--- src/logic/srp_regs.svh ---
// Register offsets, field positions, reset values and header layout of the serial register port
`ifndef SRP_REGS_SVH
`define SRP_REGS_SVH

// ------------------------------------------------------------
// Register map
// ------------------------------------------------------------
`define SRP_OPTIONS_ADDR 5'h00
`define SRP_NUM_REGS 32
`define SRP_OPT_FOUR_WIRE_BIT 7
`define SRP_OPT_LSB_FIRST_BIT 6
`define SRP_OPT_RESET 8'h00
`define SRP_OPT_MASK 8'hC0

// ------------------------------------------------------------
// Header layout
// ------------------------------------------------------------
`define SRP_HDR_RW_BIT 7
`define SRP_HDR_CNT_HI 6
`define SRP_HDR_CNT_LO 5
`define SRP_HDR_ADDR_HI 4
`define SRP_HDR_BITS 4'h8
`define SRP_DATA_BITS 4'h8

// ------------------------------------------------------------
// Reset value sets chosen by the straps
// ------------------------------------------------------------
`define SRP_RST_HD_CFG0 8'h00
`define SRP_RST_HD_CFG1 8'h01
`define SRP_RST_FD_CFG0 8'h02
`define SRP_RST_FD_CFG1 8'h03

`endif

--- src/logic/srp_pkg.sv ---
// Types shared by the serial register port
package srp_pkg;
  typedef enum logic [1:0] {
    SRP_IDLE,
    SRP_HEADER,
    SRP_DATA,
    SRP_DONE
  } srp_state_e;
  typedef logic [7:0] srp_byte_t;
  typedef logic [4:0] srp_addr_t;
endpackage

--- src/logic/srp_serial_port.sv ---
// Serial register port: header decode, register file, read and write shifting
//
// Overview of operation
// Default link is clock, select, one data pin
// Select high keeps both data pins undriven
// Three-wire mode never drives the output pin
// Bit 7 of options routes reads to output
// Output pin drives only during read data
// Host opens each access with 8-bit header
// Header top bit: one reads, zero writes
// Next two header bits give byte count
// Count code is byte count minus one
// Low five header bits hold register address
// Data follows header with no gap
// Options bit 6 picks bit order, resets MSB-first
// MSB-first decrements address per further byte
// LSB-first reverses bits and increments address
// Header and write bits sampled on rising clock
// Host holds select low until last bit
// Read bits shift out on falling clock
// Four-wire read leaves data pin undriven
// Host writes zero into undefined bits
// Straps pick duplex mode and reset value set
`timescale 1ns/1ps
`include "srp_regs.svh"

module srp_serial_port (
  // Clock and reset
  input wire logic ref_clk,
  input wire logic resetn,
  // Serial link pins
  input wire logic serial_clk,
  input wire logic port_select_n,
  input wire logic serial_data_in,
  output logic serial_data_out,
  output logic serial_data_oe_n,
  output logic serial_out_pin,
  output logic serial_out_oe_n,
  // Straps
  input wire logic duplex_strap,
  input wire logic config_strap,
  // Device-side view
  output logic four_wire_mode,
  output logic lsb_first_mode,
  output logic full_duplex_mode,
  output logic [7:0] scratch_reg0
);

  // ------------------------------------------------------------
  // Input synchronisers
  // ------------------------------------------------------------
  logic [1:0] sclk_sync_reg;
  logic [1:0] sel_sync_reg;
  logic [1:0] din_sync_reg;
  logic [1:0] mode_sync_reg;
  logic [1:0] cfg_sync_reg;
  logic sclk_prev_reg;

  // Two flops per pin before any logic reads it
  // Reset levels match the idle pins, so no false edge follows reset
  always_ff @(posedge ref_clk or negedge resetn) begin
    if (!resetn) begin
      sclk_sync_reg <= 2'h0;
      sel_sync_reg <= 2'h3;
      din_sync_reg <= 2'h0;
      mode_sync_reg <= 2'h0;
      cfg_sync_reg <= 2'h0;
    end else begin
      sclk_sync_reg <= {sclk_sync_reg[0], serial_clk};
      sel_sync_reg <= {sel_sync_reg[0], port_select_n};
      din_sync_reg <= {din_sync_reg[0], serial_data_in};
      mode_sync_reg <= {mode_sync_reg[0], duplex_strap};
      cfg_sync_reg <= {cfg_sync_reg[0], config_strap};
    end
  end

  // Edge history of the synchronised serial clock
  always_ff @(posedge ref_clk or negedge resetn) begin
    if (!resetn) begin
      sclk_prev_reg <= 1'b0;
    end else begin
      sclk_prev_reg <= sclk_sync_reg[1];
    end
  end

  logic sclk_rise;
  logic sclk_fall;
  logic selected;
  assign sclk_rise = sclk_sync_reg[1] & ~sclk_prev_reg;
  assign sclk_fall = ~sclk_sync_reg[1] & sclk_prev_reg;
  assign selected = ~sel_sync_reg[1];

  // ------------------------------------------------------------
  // Helpers
  // ------------------------------------------------------------
  // Reverses an 8-bit value for LSB-first order
  function automatic srp_pkg::srp_byte_t bit_rev(input srp_pkg::srp_byte_t v);
    srp_pkg::srp_byte_t r;
    r = 8'h00;
    for (int i = 0; i < 8; i++) begin
      r[i] = v[7 - i];
    end
    return r;
  endfunction

  // Reset value chosen by the two straps
  function automatic srp_pkg::srp_byte_t strap_default(input logic fd, input logic cfg);
    srp_pkg::srp_byte_t r;
    r = 8'h00;
    case ({fd, cfg})
      2'b00: r = `SRP_RST_HD_CFG0;
      2'b01: r = `SRP_RST_HD_CFG1;
      2'b10: r = `SRP_RST_FD_CFG0;
      default: r = `SRP_RST_FD_CFG1;
    endcase
    return r;
  endfunction

  // ------------------------------------------------------------
  // Strap capture after reset release
  // ------------------------------------------------------------
  logic [1:0] strap_wait_reg;
  logic strap_load;
  logic full_duplex_reg;
  logic config_reg;

  // Waits for the strap synchronisers to fill, then loads once
  always_ff @(posedge ref_clk or negedge resetn) begin
    if (!resetn) begin
      strap_wait_reg <= 2'h0;
    end else if (strap_wait_reg != 2'h3) begin
      strap_wait_reg <= strap_wait_reg + 2'h1;
    end
  end
  assign strap_load = (strap_wait_reg == 2'h2);

  // Latches the straps once per reset
  always_ff @(posedge ref_clk or negedge resetn) begin
    if (!resetn) begin
      full_duplex_reg <= 1'b0;
      config_reg <= 1'b0;
    end else if (strap_load) begin
      full_duplex_reg <= mode_sync_reg[1];
      config_reg <= cfg_sync_reg[1];
    end
  end

  // ------------------------------------------------------------
  // Frame sequencer
  // ------------------------------------------------------------
  srp_pkg::srp_state_e state_reg;
  logic [3:0] bit_cnt_reg;
  logic [1:0] bytes_left_reg;
  srp_pkg::srp_byte_t shift_reg;
  srp_pkg::srp_addr_t addr_reg;
  logic read_reg;
  logic [7:0] options_reg;
  srp_pkg::srp_byte_t regs_mem [`SRP_NUM_REGS];

  logic lsb_mode;
  srp_pkg::srp_byte_t shift_next;
  srp_pkg::srp_byte_t hdr_word;
  srp_pkg::srp_byte_t wr_word;
  srp_pkg::srp_addr_t addr_step;
  srp_pkg::srp_addr_t hdr_addr;
  logic last_bit;

  assign lsb_mode = options_reg[`SRP_OPT_LSB_FIRST_BIT];
  assign shift_next = {shift_reg[6:0], din_sync_reg[1]};
  assign hdr_word = lsb_mode ? bit_rev(shift_next) : shift_next;
  assign wr_word = lsb_mode ? bit_rev(shift_next) : shift_next;
  assign hdr_addr = hdr_word[`SRP_HDR_ADDR_HI:0];
  assign addr_step = lsb_mode ? addr_reg + 5'h01 : addr_reg - 5'h01;
  assign last_bit = (bit_cnt_reg == 4'h7);

  // Register read view, the options register taken from its own flops
  function automatic srp_pkg::srp_byte_t rd_value(input srp_pkg::srp_addr_t a,
                                                 input logic [7:0] opt,
                                                 input srp_pkg::srp_byte_t m);
    return (a == `SRP_OPTIONS_ADDR) ? opt : m;
  endfunction

  srp_pkg::srp_byte_t rd_word;
  srp_pkg::srp_byte_t rd_step_word;
  assign rd_word = rd_value(hdr_addr, options_reg, regs_mem[hdr_addr]);
  assign rd_step_word = rd_value(addr_step, options_reg, regs_mem[addr_step]);

  // State, counters and address of one framed access
  always_ff @(posedge ref_clk or negedge resetn) begin
    if (!resetn) begin
      state_reg <= srp_pkg::SRP_IDLE;
      bit_cnt_reg <= 4'h0;
      bytes_left_reg <= 2'h0;
      addr_reg <= 5'h00;
      read_reg <= 1'b0;
    end else if (!selected) begin
      state_reg <= srp_pkg::SRP_IDLE;
      bit_cnt_reg <= 4'h0;
    end else begin
      case (state_reg)
        srp_pkg::SRP_IDLE: begin
          state_reg <= srp_pkg::SRP_HEADER;
          bit_cnt_reg <= 4'h0;
        end
        srp_pkg::SRP_HEADER: begin
          if (sclk_rise) begin
            if (last_bit) begin
              state_reg <= srp_pkg::SRP_DATA;
              bit_cnt_reg <= 4'h0;
              read_reg <= hdr_word[`SRP_HDR_RW_BIT];
              bytes_left_reg <= hdr_word[`SRP_HDR_CNT_HI:`SRP_HDR_CNT_LO];
              addr_reg <= hdr_addr;
            end else begin
              bit_cnt_reg <= bit_cnt_reg + 4'h1;
            end
          end
        end
        srp_pkg::SRP_DATA: begin
          if (sclk_rise) begin
            if (last_bit) begin
              bit_cnt_reg <= 4'h0;
              if (bytes_left_reg == 2'h0) begin
                state_reg <= srp_pkg::SRP_DONE;
              end else begin
                bytes_left_reg <= bytes_left_reg - 2'h1;
                addr_reg <= addr_step;
              end
            end else begin
              bit_cnt_reg <= bit_cnt_reg + 4'h1;
            end
          end
        end
        srp_pkg::SRP_DONE: begin
          state_reg <= srp_pkg::SRP_DONE;
        end
        default: begin
          state_reg <= srp_pkg::SRP_IDLE;
        end
      endcase
    end
  end

  // Receive shifter, taking header bits and write data bits on each rising clock
  always_ff @(posedge ref_clk or negedge resetn) begin
    if (!resetn) begin
      shift_reg <= 8'h00;
    end else if (!selected) begin
      shift_reg <= 8'h00;
    end else if (sclk_rise && state_reg == srp_pkg::SRP_HEADER) begin
      shift_reg <= shift_next;
    end else if (sclk_rise && state_reg == srp_pkg::SRP_DATA && !read_reg) begin
      shift_reg <= shift_next;
    end
  end

  // ------------------------------------------------------------
  // Register file
  // ------------------------------------------------------------
  logic wr_commit;
  assign wr_commit = selected && sclk_rise && state_reg == srp_pkg::SRP_DATA
                     && !read_reg && last_bit;

  // Options register, reset to MSB-first three-wire
  always_ff @(posedge ref_clk or negedge resetn) begin
    if (!resetn) begin
      options_reg <= `SRP_OPT_RESET;
    end else if (wr_commit && addr_reg == `SRP_OPTIONS_ADDR) begin
      options_reg <= wr_word & `SRP_OPT_MASK;
    end
  end

  // Remaining registers, reset to the strap-selected set
  generate
    for (genvar g = 1; g < `SRP_NUM_REGS; g++) begin : g_regs
      always_ff @(posedge ref_clk or negedge resetn) begin
        if (!resetn) begin
          regs_mem[g] <= 8'h00;
        end else if (strap_load) begin
          regs_mem[g] <= strap_default(mode_sync_reg[1], cfg_sync_reg[1]);
        end else if (wr_commit && addr_reg == 5'(g)) begin
          regs_mem[g] <= wr_word;
        end
      end
    end
  endgenerate
  // Slot 0 is unused: the options register has its own flops
  assign regs_mem[0] = 8'h00;

  // ------------------------------------------------------------
  // Read transmitter
  // ------------------------------------------------------------
  srp_pkg::srp_byte_t tx_reg;
  logic tx_bit_reg;
  logic tx_active_reg;
  logic four_wire;
  assign four_wire = options_reg[`SRP_OPT_FOUR_WIRE_BIT];

  // Loads each read byte as the previous bit phase ends
  // A byte is loaded on a rising clock and emptied on the next eight falling
  // clocks, so load and shift never meet in one cycle
  always_ff @(posedge ref_clk or negedge resetn) begin
    if (!resetn) begin
      tx_reg <= 8'h00;
    end else if (selected && sclk_rise && state_reg == srp_pkg::SRP_HEADER && last_bit) begin
      tx_reg <= lsb_mode ? bit_rev(rd_word) : rd_word;
    end else if (selected && sclk_rise && state_reg == srp_pkg::SRP_DATA && last_bit
                 && read_reg && bytes_left_reg != 2'h0) begin
      tx_reg <= lsb_mode ? bit_rev(rd_step_word) : rd_step_word;
    end else if (selected && sclk_fall && state_reg == srp_pkg::SRP_DATA && read_reg) begin
      // Shift as each bit is presented, so no bit is sent twice
      tx_reg <= {tx_reg[6:0], 1'b0};
    end
  end

  // Presents one bit per falling clock while reading
  always_ff @(posedge ref_clk or negedge resetn) begin
    if (!resetn) begin
      tx_bit_reg <= 1'b0;
      tx_active_reg <= 1'b0;
    end else if (!selected) begin
      tx_active_reg <= 1'b0;
    end else if (sclk_fall) begin
      tx_active_reg <= state_reg == srp_pkg::SRP_DATA && read_reg;
      tx_bit_reg <= tx_reg[7];
    end
  end

  // ------------------------------------------------------------
  // Pin drivers, enables active low
  // ------------------------------------------------------------
  // Enables follow the synchronised select, so they release a few cycles late
  assign serial_data_out = tx_bit_reg;
  assign serial_out_pin = tx_bit_reg;
  assign serial_data_oe_n = ~(selected && tx_active_reg && !four_wire);
  assign serial_out_oe_n = ~(selected && tx_active_reg && four_wire);

  // Configuration seen by the rest of the device
  assign four_wire_mode = four_wire;
  assign lsb_first_mode = lsb_mode;
  assign full_duplex_mode = full_duplex_reg;
  assign scratch_reg0 = {7'h00, config_reg};

endmodule // srp_serial_port

--- config.mk ---
export PLATFORM = sky130hd
export DESIGN_NAME = srp_serial_port
export DESIGN_NICKNAME = d
export VERILOG_FILES = /design/src/logic/srp_pkg.sv /design/src/logic/srp_serial_port.sv
export VERILOG_INCLUDE_DIRS = /design/src /design/src/logic
export SDC_FILE = /design/constraint.sdc
export NUM_CORES = 1
export LEC_CHECK = 0
export BUFFER_PORTS_ARGS = -buffer_cell sky130_fd_sc_hd__buf_4
export CAP_MARGIN = 20
export CELL_PAD_IN_SITES_DETAIL_PLACEMENT = 0
export CELL_PAD_IN_SITES_GLOBAL_PLACEMENT = 2
export CORE_MARGIN = 2
export CORE_UTILIZATION = 29
export DETAILED_ROUTE_END_ITERATION = 8
export GPL_TIMING_DRIVEN = 1
export PLACE_DENSITY = 0.6
export SYNTH_ARGS = -nofsm -noshare
export SYNTH_HDL_FRONTEND = slang
export SYNTH_SLANG_ARGS = --single-unit
--- constraint.sdc ---
create_clock -name ref_clk -period 3.5 [get_ports ref_clk]
set_clock_uncertainty 0.1 [all_clocks]
set_input_delay 0.175 -clock ref_clk [delete_from_list [all_inputs] [get_ports ref_clk]]
set_output_delay 0.175 -clock ref_clk [all_outputs]
set_load 0.005 [all_outputs]
==> flow_summary.toml, run 1 <==
[worst_setup_path]
reg2reg_from = "addr_reg[0]"
worst_setup_path_end_kind = "flop"
worstPathMaxFanout = 16
timing.rr.end = "tx_reg[1]"
rr_worst_depth = 10
path_class = "reg2reg"
ff2ff_setup_slack_ps = 150
critPathRequiredTime_ps = 3850
arrival_ps = 3700
start_kind = "flop"

[clocking]
htree_levels = 2
cts_buffers = 40
root_buffer = "clkbuf_16"
numClockSinks = 296
clockBufferDepth = 3
cts_tree = "built"
clk_pin_slew_ps = 60
cts_setup_buffers = 0
clock_latency_ps = 570

[die]
rows = 90
fp.dieH_um = 250
die_w_um = 250
core_area_um2 = 60100
start_util_pct = 29.2
die-area_um2 = 62600
ios = 22

[grt]
grt_pass1_wl_um = 103000
antenna_found_initial = 0
grt-ovfl-total = 0
grt_max_degree = 110
grt_use_total_pct = 22.1
grt_pass1_vias = 14492

[logic_synthesis]
syn-cell-area_um2 = 17600
synth_cell_type_count = 92
synth.avg_cell_area_um2 = 9.45
yosysWarnings = 0
postSynthCellCount = 1860
synth-main-ff-cell = "dfrtp_1"
synth_enable_flop_cells = 0
async_reset_ff_share_pct = 100
synth_seq_cells = 296
ys_seq_area_share_pct = 42.2

[worst_hold_path]
hp-start = "serial_data_in"
whs_endpoint = "din_sync_reg[0]"
holdPathStages = 2
hp-class = "in2reg"

[placement]
place_congestion = 0.921
io_buffers = 14
dp.final_hpwl_um = 48400
dp.cells = 2613

[timing]
rsz0062_at_grt = "no"
max_slew_margin_pct = 40.8
slew_violations = 0
finalCritPeriodShare_pct = 95.7
period_minus_slack_ps = 3350
finalSetupViolCount = 0
max_freq_mhz = 299
tns_ps = 0
max_slew.worst_pin.slew_ps = 888
final-hold-violation-count = 0

[detailed_routing]
ant_nets = 0
vias = 14757
first_iter_violations = 1363
drt_wl_total_um = 69200
route.detailed.drc = 0
via_per_inst = 5.49
dr.pass1.iters = 5
wl_per_cell_um = 25.7

[final_layout]
stdcell_count = 2689
largest_reg_flops = 248
drive_gt1_share_pct = 19.8
area_growth_pct = 16.7
final_cell_mix = "nor2_1 (310), dfrtp_1 (292), nand2_1 (218)"
num-fill-cells = 6171
finalNetCount = 1900
diodes = 0
final_common_cell = "nor2_1"

[power]
power_density_nw_per_um2 = 417
leakage_nw = 8.32
vdd.ir_drop.worst_v = 0.000255

[run]
maxCapViolCount = 0

[status]
status = "finished, final reports clean"
[synthesized netlist by cell type (6+ instances only)]
cell      count  area [um2]
nor2_1      310        1160
dfrtp_1     294        7360
nand2_1     218         818
a21oi_1     115         576
mux2i_1      99         991
clkbuf_1     98         368
a211oi_1     93         698
mux2_2       85         957
nand3_1      66         330
buf_2        53         265
mux4_2       53        1190
o21ai_0      49         245
a31oi_1      29         181
nand2b_1     22         138
and3_1       19         119
buf_4        17         128
nand3b_1     17         128
ha_1         14         175
inv_1        14        52.6
nand4_1      13        81.3
nor3_1       11        55.1
o211ai_1     11        82.6
a311oi_1     10        87.6
a32oi_1       8        70.1
and2_1        8        50.1
a22oi_1       6        45.0
o22ai_1       6        37.5
[cell families after synthesis]
kind of cell               count (synthesis)  share of synthesized area, %
AOI/OAI and AO/OA                        385                          14.6
xor gates and xnor gates                   5                         0.335
adders and majority gates                 14                         0.997
buffers and inverters                    190                          4.97
DFF                                      296                          42.2
muxes                                    244                          18.5
other                                      1                        0.0213
and+or+nand+nor                          725                          18.4
[stage by stage]
step	worst slack [ps]	hold slack (ps)	area, um2	utilization (%)	power, W
after floorplan	22.9	-221	17600	-	0.00396
after global placement	220	186	19100	31.7	0.00424
after detailed placement	158	186	19100	31.7	0.00425
after CTS	163	124	20500	34.1	0.00867
after global routing	47.2	145	20500	34.1	0.00886
final	151	157	20500	34.1	0.00855
[worst max path at each step]
| stage | slack [ps] | depth (start not counted) | startpoint | end |
|---|---|---|---|---|
| final | 150 | 10 | addr_reg[0] | tx_reg[1] |
| after floorplan | 20 | 13 | addr_reg[0] | tx_reg[1] |
| after global placement | 220 | 10 | addr_reg[0] | tx_reg[1] |
| after global routing | 50 | 12 | addr_reg[0] | tx_reg[5] |
| after detailed placement | 160 | 10 | addr_reg[0] | tx_reg[1] |
| after CTS | 160 | 10 | addr_reg[0] | tx_reg[1] |
[area by class of cell]
cell class | count | area (um2) | area share [%]
Timing Repair Buffer | 144 | 1270 | 6.20
Inverter | 17 | 65.1 | 0.317
Clock inverter | 18 | 258 | 1.26
Clock buffer | 52 | 1110 | 5.40
Sequential cell | 296 | 7410 | 36.2
Multi-Input combinational cell | 1380 | 9410 | 45.9
Tap cell | 782 | 978 | 4.77
[layer usage]
metal	track usage, %	vias to the layer above	share of wire (%)
met5	0	-	0
met4	6.02	0	2.8
met3	2.87	100	5.1
met2	35.4	480	46
met1	31.2	7484	46
li1	-	6693	-
[critical path, stage by stage (launching register included)]
cell and delay (ps):
dfrtp_2 460, clkinv_2 130, ha_1 410, xnor2_4 240
buf_4 310, mux4_2 400, mux4_2 520, a2bb2oi_1 160
o311ai_1 120, a21oi_1 130, a211o_1 240
[where the power goes]
group	internal, W	leakage, nW	switching [W]	total [W]
clock	0.00267	0.659	0.00168	0.00435
combinational	0.000222	3.72	0.000431	0.000653
sequential	0.00348	3.94	0.0000555	0.00354
total	0.00638	8.32	0.00217	0.00855
[repair_timing]
action / CTS / global route
endpoints found under the setup margin: 0 / 2
gates resized for setup: 0 / 3
endpoints found under the hold margin: 98 / 0
hold buffers: 6 / 0
(Power assumes the default switching activity.)
==> inputs of run 2 (changes only) <==
CORE_MARGIN = default   (was 2)
==> run 2 against run 1 <==
- fmax grew 2.6%
- critical path depth unchanged
- cell area increased by 0.13%
- via count decreased by 0.58%
- total power up 0.31%
- register-to-register slack improved by 90 ps
- first-iteration DRC count is 14% lower
- setup slack improved by 86 ps
- sequential share of layout area about the same
- non-clock buffer count shrank 7
- clock-buffer cell count grew 3
==> flow_summary.toml, run 2 (synthesized netlist as in run 1, its figures left out) <==
[placement]
dp.cells = 2597
place_congestion = 0.905
io_buffers = 14
pre_cts_slack_ps = 233
dp.final_hpwl_um = 48900

[final_layout]
largest_reg_flops = 248
num-fill-cells = 6146
seq_area_um2 = 7410
diodes = 0
drive_gt1_share_pct = 19.8
final_cell_mix = "nor2_1 (309), dfrtp_1 (292), nand2_1 (218)"
stdcell_count = 2675
final_core_util_pct = 34.5
finalNetCount = 1893
multiInputGateArea_um2 = 9410
area_growth_pct = 16.8
final_common_cell = "nor2_1"

[detailed_routing]
route.detailed.drc = 0
drt_wl_total_um = 69500
vias = 14672
dr_wl_met3_um = 3540
wirelength_met1_um = 33300
wl_per_cell_um = 26.0
first_iter_violations = 1175
top_layer = "met4"
dr.pass1.iters = 5
ant_nets = 0
via_per_inst = 5.48
route.met2.wl_um = 31000

[timing]
max_slew_margin_pct = 33.0
rsz0062_at_grt = "no"
finalSetupViolCount = 0
slew_violations = 0
final-hold-violation-count = 0
max_slew.worst_pin.slew_ps = 984
max_freq_mhz = 306
period_minus_slack_ps = 3260
finalCritPeriodShare_pct = 93.2
fin_ws_ps = 236
tns_ps = 0

[die]
ios = 22
die-area_um2 = 61600
rows = 89
fp.dieH_um = 248
core_area_um2 = 59500
start_util_pct = 29.5
die_w_um = 248

[power]
sequentialPowerShare_pct = 41.3
leakage_nw = 8.33
vdd.ir_drop.worst_v = 0.000265
power_frac_clock_pct = 51.1
switching_share_pct = 25.1
p_comb_share_pct = 7.6
power_density_nw_per_um2 = 418
netSwitchingPower_w = 0.00215
internal-power_w = 0.00642

[clocking]
cts_buffers = 40
numClockSinks = 296
root_buffer = "clkbuf_16"
clk_pin_slew_ps = 60
cts_setup_buffers = 0
htree_levels = 2
clock_latency_ps = 570
cts_tree = "built"
clockBufferDepth = 3

[worst_setup_path]
path_class = "reg2reg"
worst_setup_path_end_kind = "flop"
worstPathMaxFanout = 8
critPathRequiredTime_ps = 3870
arrival_ps = 3640
start_kind = "flop"

[grt]
grt_pass1_vias = 14405
grt-ovfl-total = 0
grt_pass1_wl_um = 104000
grt_use_total_pct = 23.1
grt_max_degree = 109
antenna_found_initial = 0

[run]
maxCapViolCount = 0

[status]
status = "finished, final reports clean"

[worst_hold_path]
hp-class = "in2async"
==> run 2: changes by cell type in the layout (fill, tap and decap cells not counted), moves of 2 or more <==
cell and delta:
buf_4 -11, buf_12 +5, clkbuf_8 +5, inv_6 +3
clkbuf_1 -2, clkinv_4 -2, clkinvlp_4 -2
==> run 2: final timing paths <==
| check | depth (start not counted) | end | slack, ps | startpoint |
|---|---|---|---|---|
| setup / recovery | 10 | regs_mem[228] | 240 | bit_cnt_reg[0] |
| hold / removal | 2 | regs_mem[202] | 150 | resetn |
| setup reg to reg | 10 | regs_mem[228] | 240 | bit_cnt_reg[0] |
| hold reg to reg | 0 | cfg_sync_reg[1] | 250 | cfg_sync_reg[0] |
| max in group asynchronous | 3 | regs_mem[91] | 2190 | resetn |
| min in group ref_clk | 2 | mode_sync_reg[0] | 150 | duplex_strap |
==> run 2: power by group through the flow <==
stage	Clock, W	Sequential [W]	Combinational (W)
4_1_cts	0.00450	0.00354	0.000655
6_report	0.00438	0.00354	0.000649
3_3_place_gp	0	0.00360	0.000645
2_1_floorplan	0	0.00358	0.000382
5_1_grt	0.00465	0.00355	0.000713
3_5_place_dp	0	0.00360	0.000647
==> run 2: critical path, stage by stage, from the launching register on <==
cell and delay, ps:
dfrtp_1 410, ha_1 240, nand3b_1 230, nor4_1 350, buf_4 240, and2_1 250
nand2_1 220, nor2_1 600, buf_4 280, nor2_1 50, a211oi_1 210
==> run 2: timing repair <==
item / 4_1_cts / 5_1_grt
endpoints found under the hold margin: 86 / 0
resized for setup: 0 / 2
endpoints found under the setup margin: 0 / 4
hold buffers: 6 / 0
==> run 2: per-layer routing <==
layer / global-route usage (%) / up-vias
met5: 0 / -
met4: 6.19 / 0
met3: 3.43 / 79
met2: 35.2 / 408
met1: 33.9 / 7494
li1: - / 6691
==> run 2: final cells by class <==
cell class / count / area share [%]
multi-input combinational: 1380 / 45.8
sequential: 296 / 36.1
timing repair buffer: 137 / 6.22
clock buffer: 55 / 5.69
tap: 773 / 4.71
clock inverter: 17 / 1.10
inverter: 17 / 0.317
==> run 2: per-stage QoR <==
step	cell area, um2	hold WS, ps	total power [W]
finish	20500	148	0.00857
global route	20500	153	0.00891
CTS	20500	119	0.00870
detailed placement	19100	185	0.00425
global placement	19100	186	0.00425
floorplan	17600	-221	0.00396
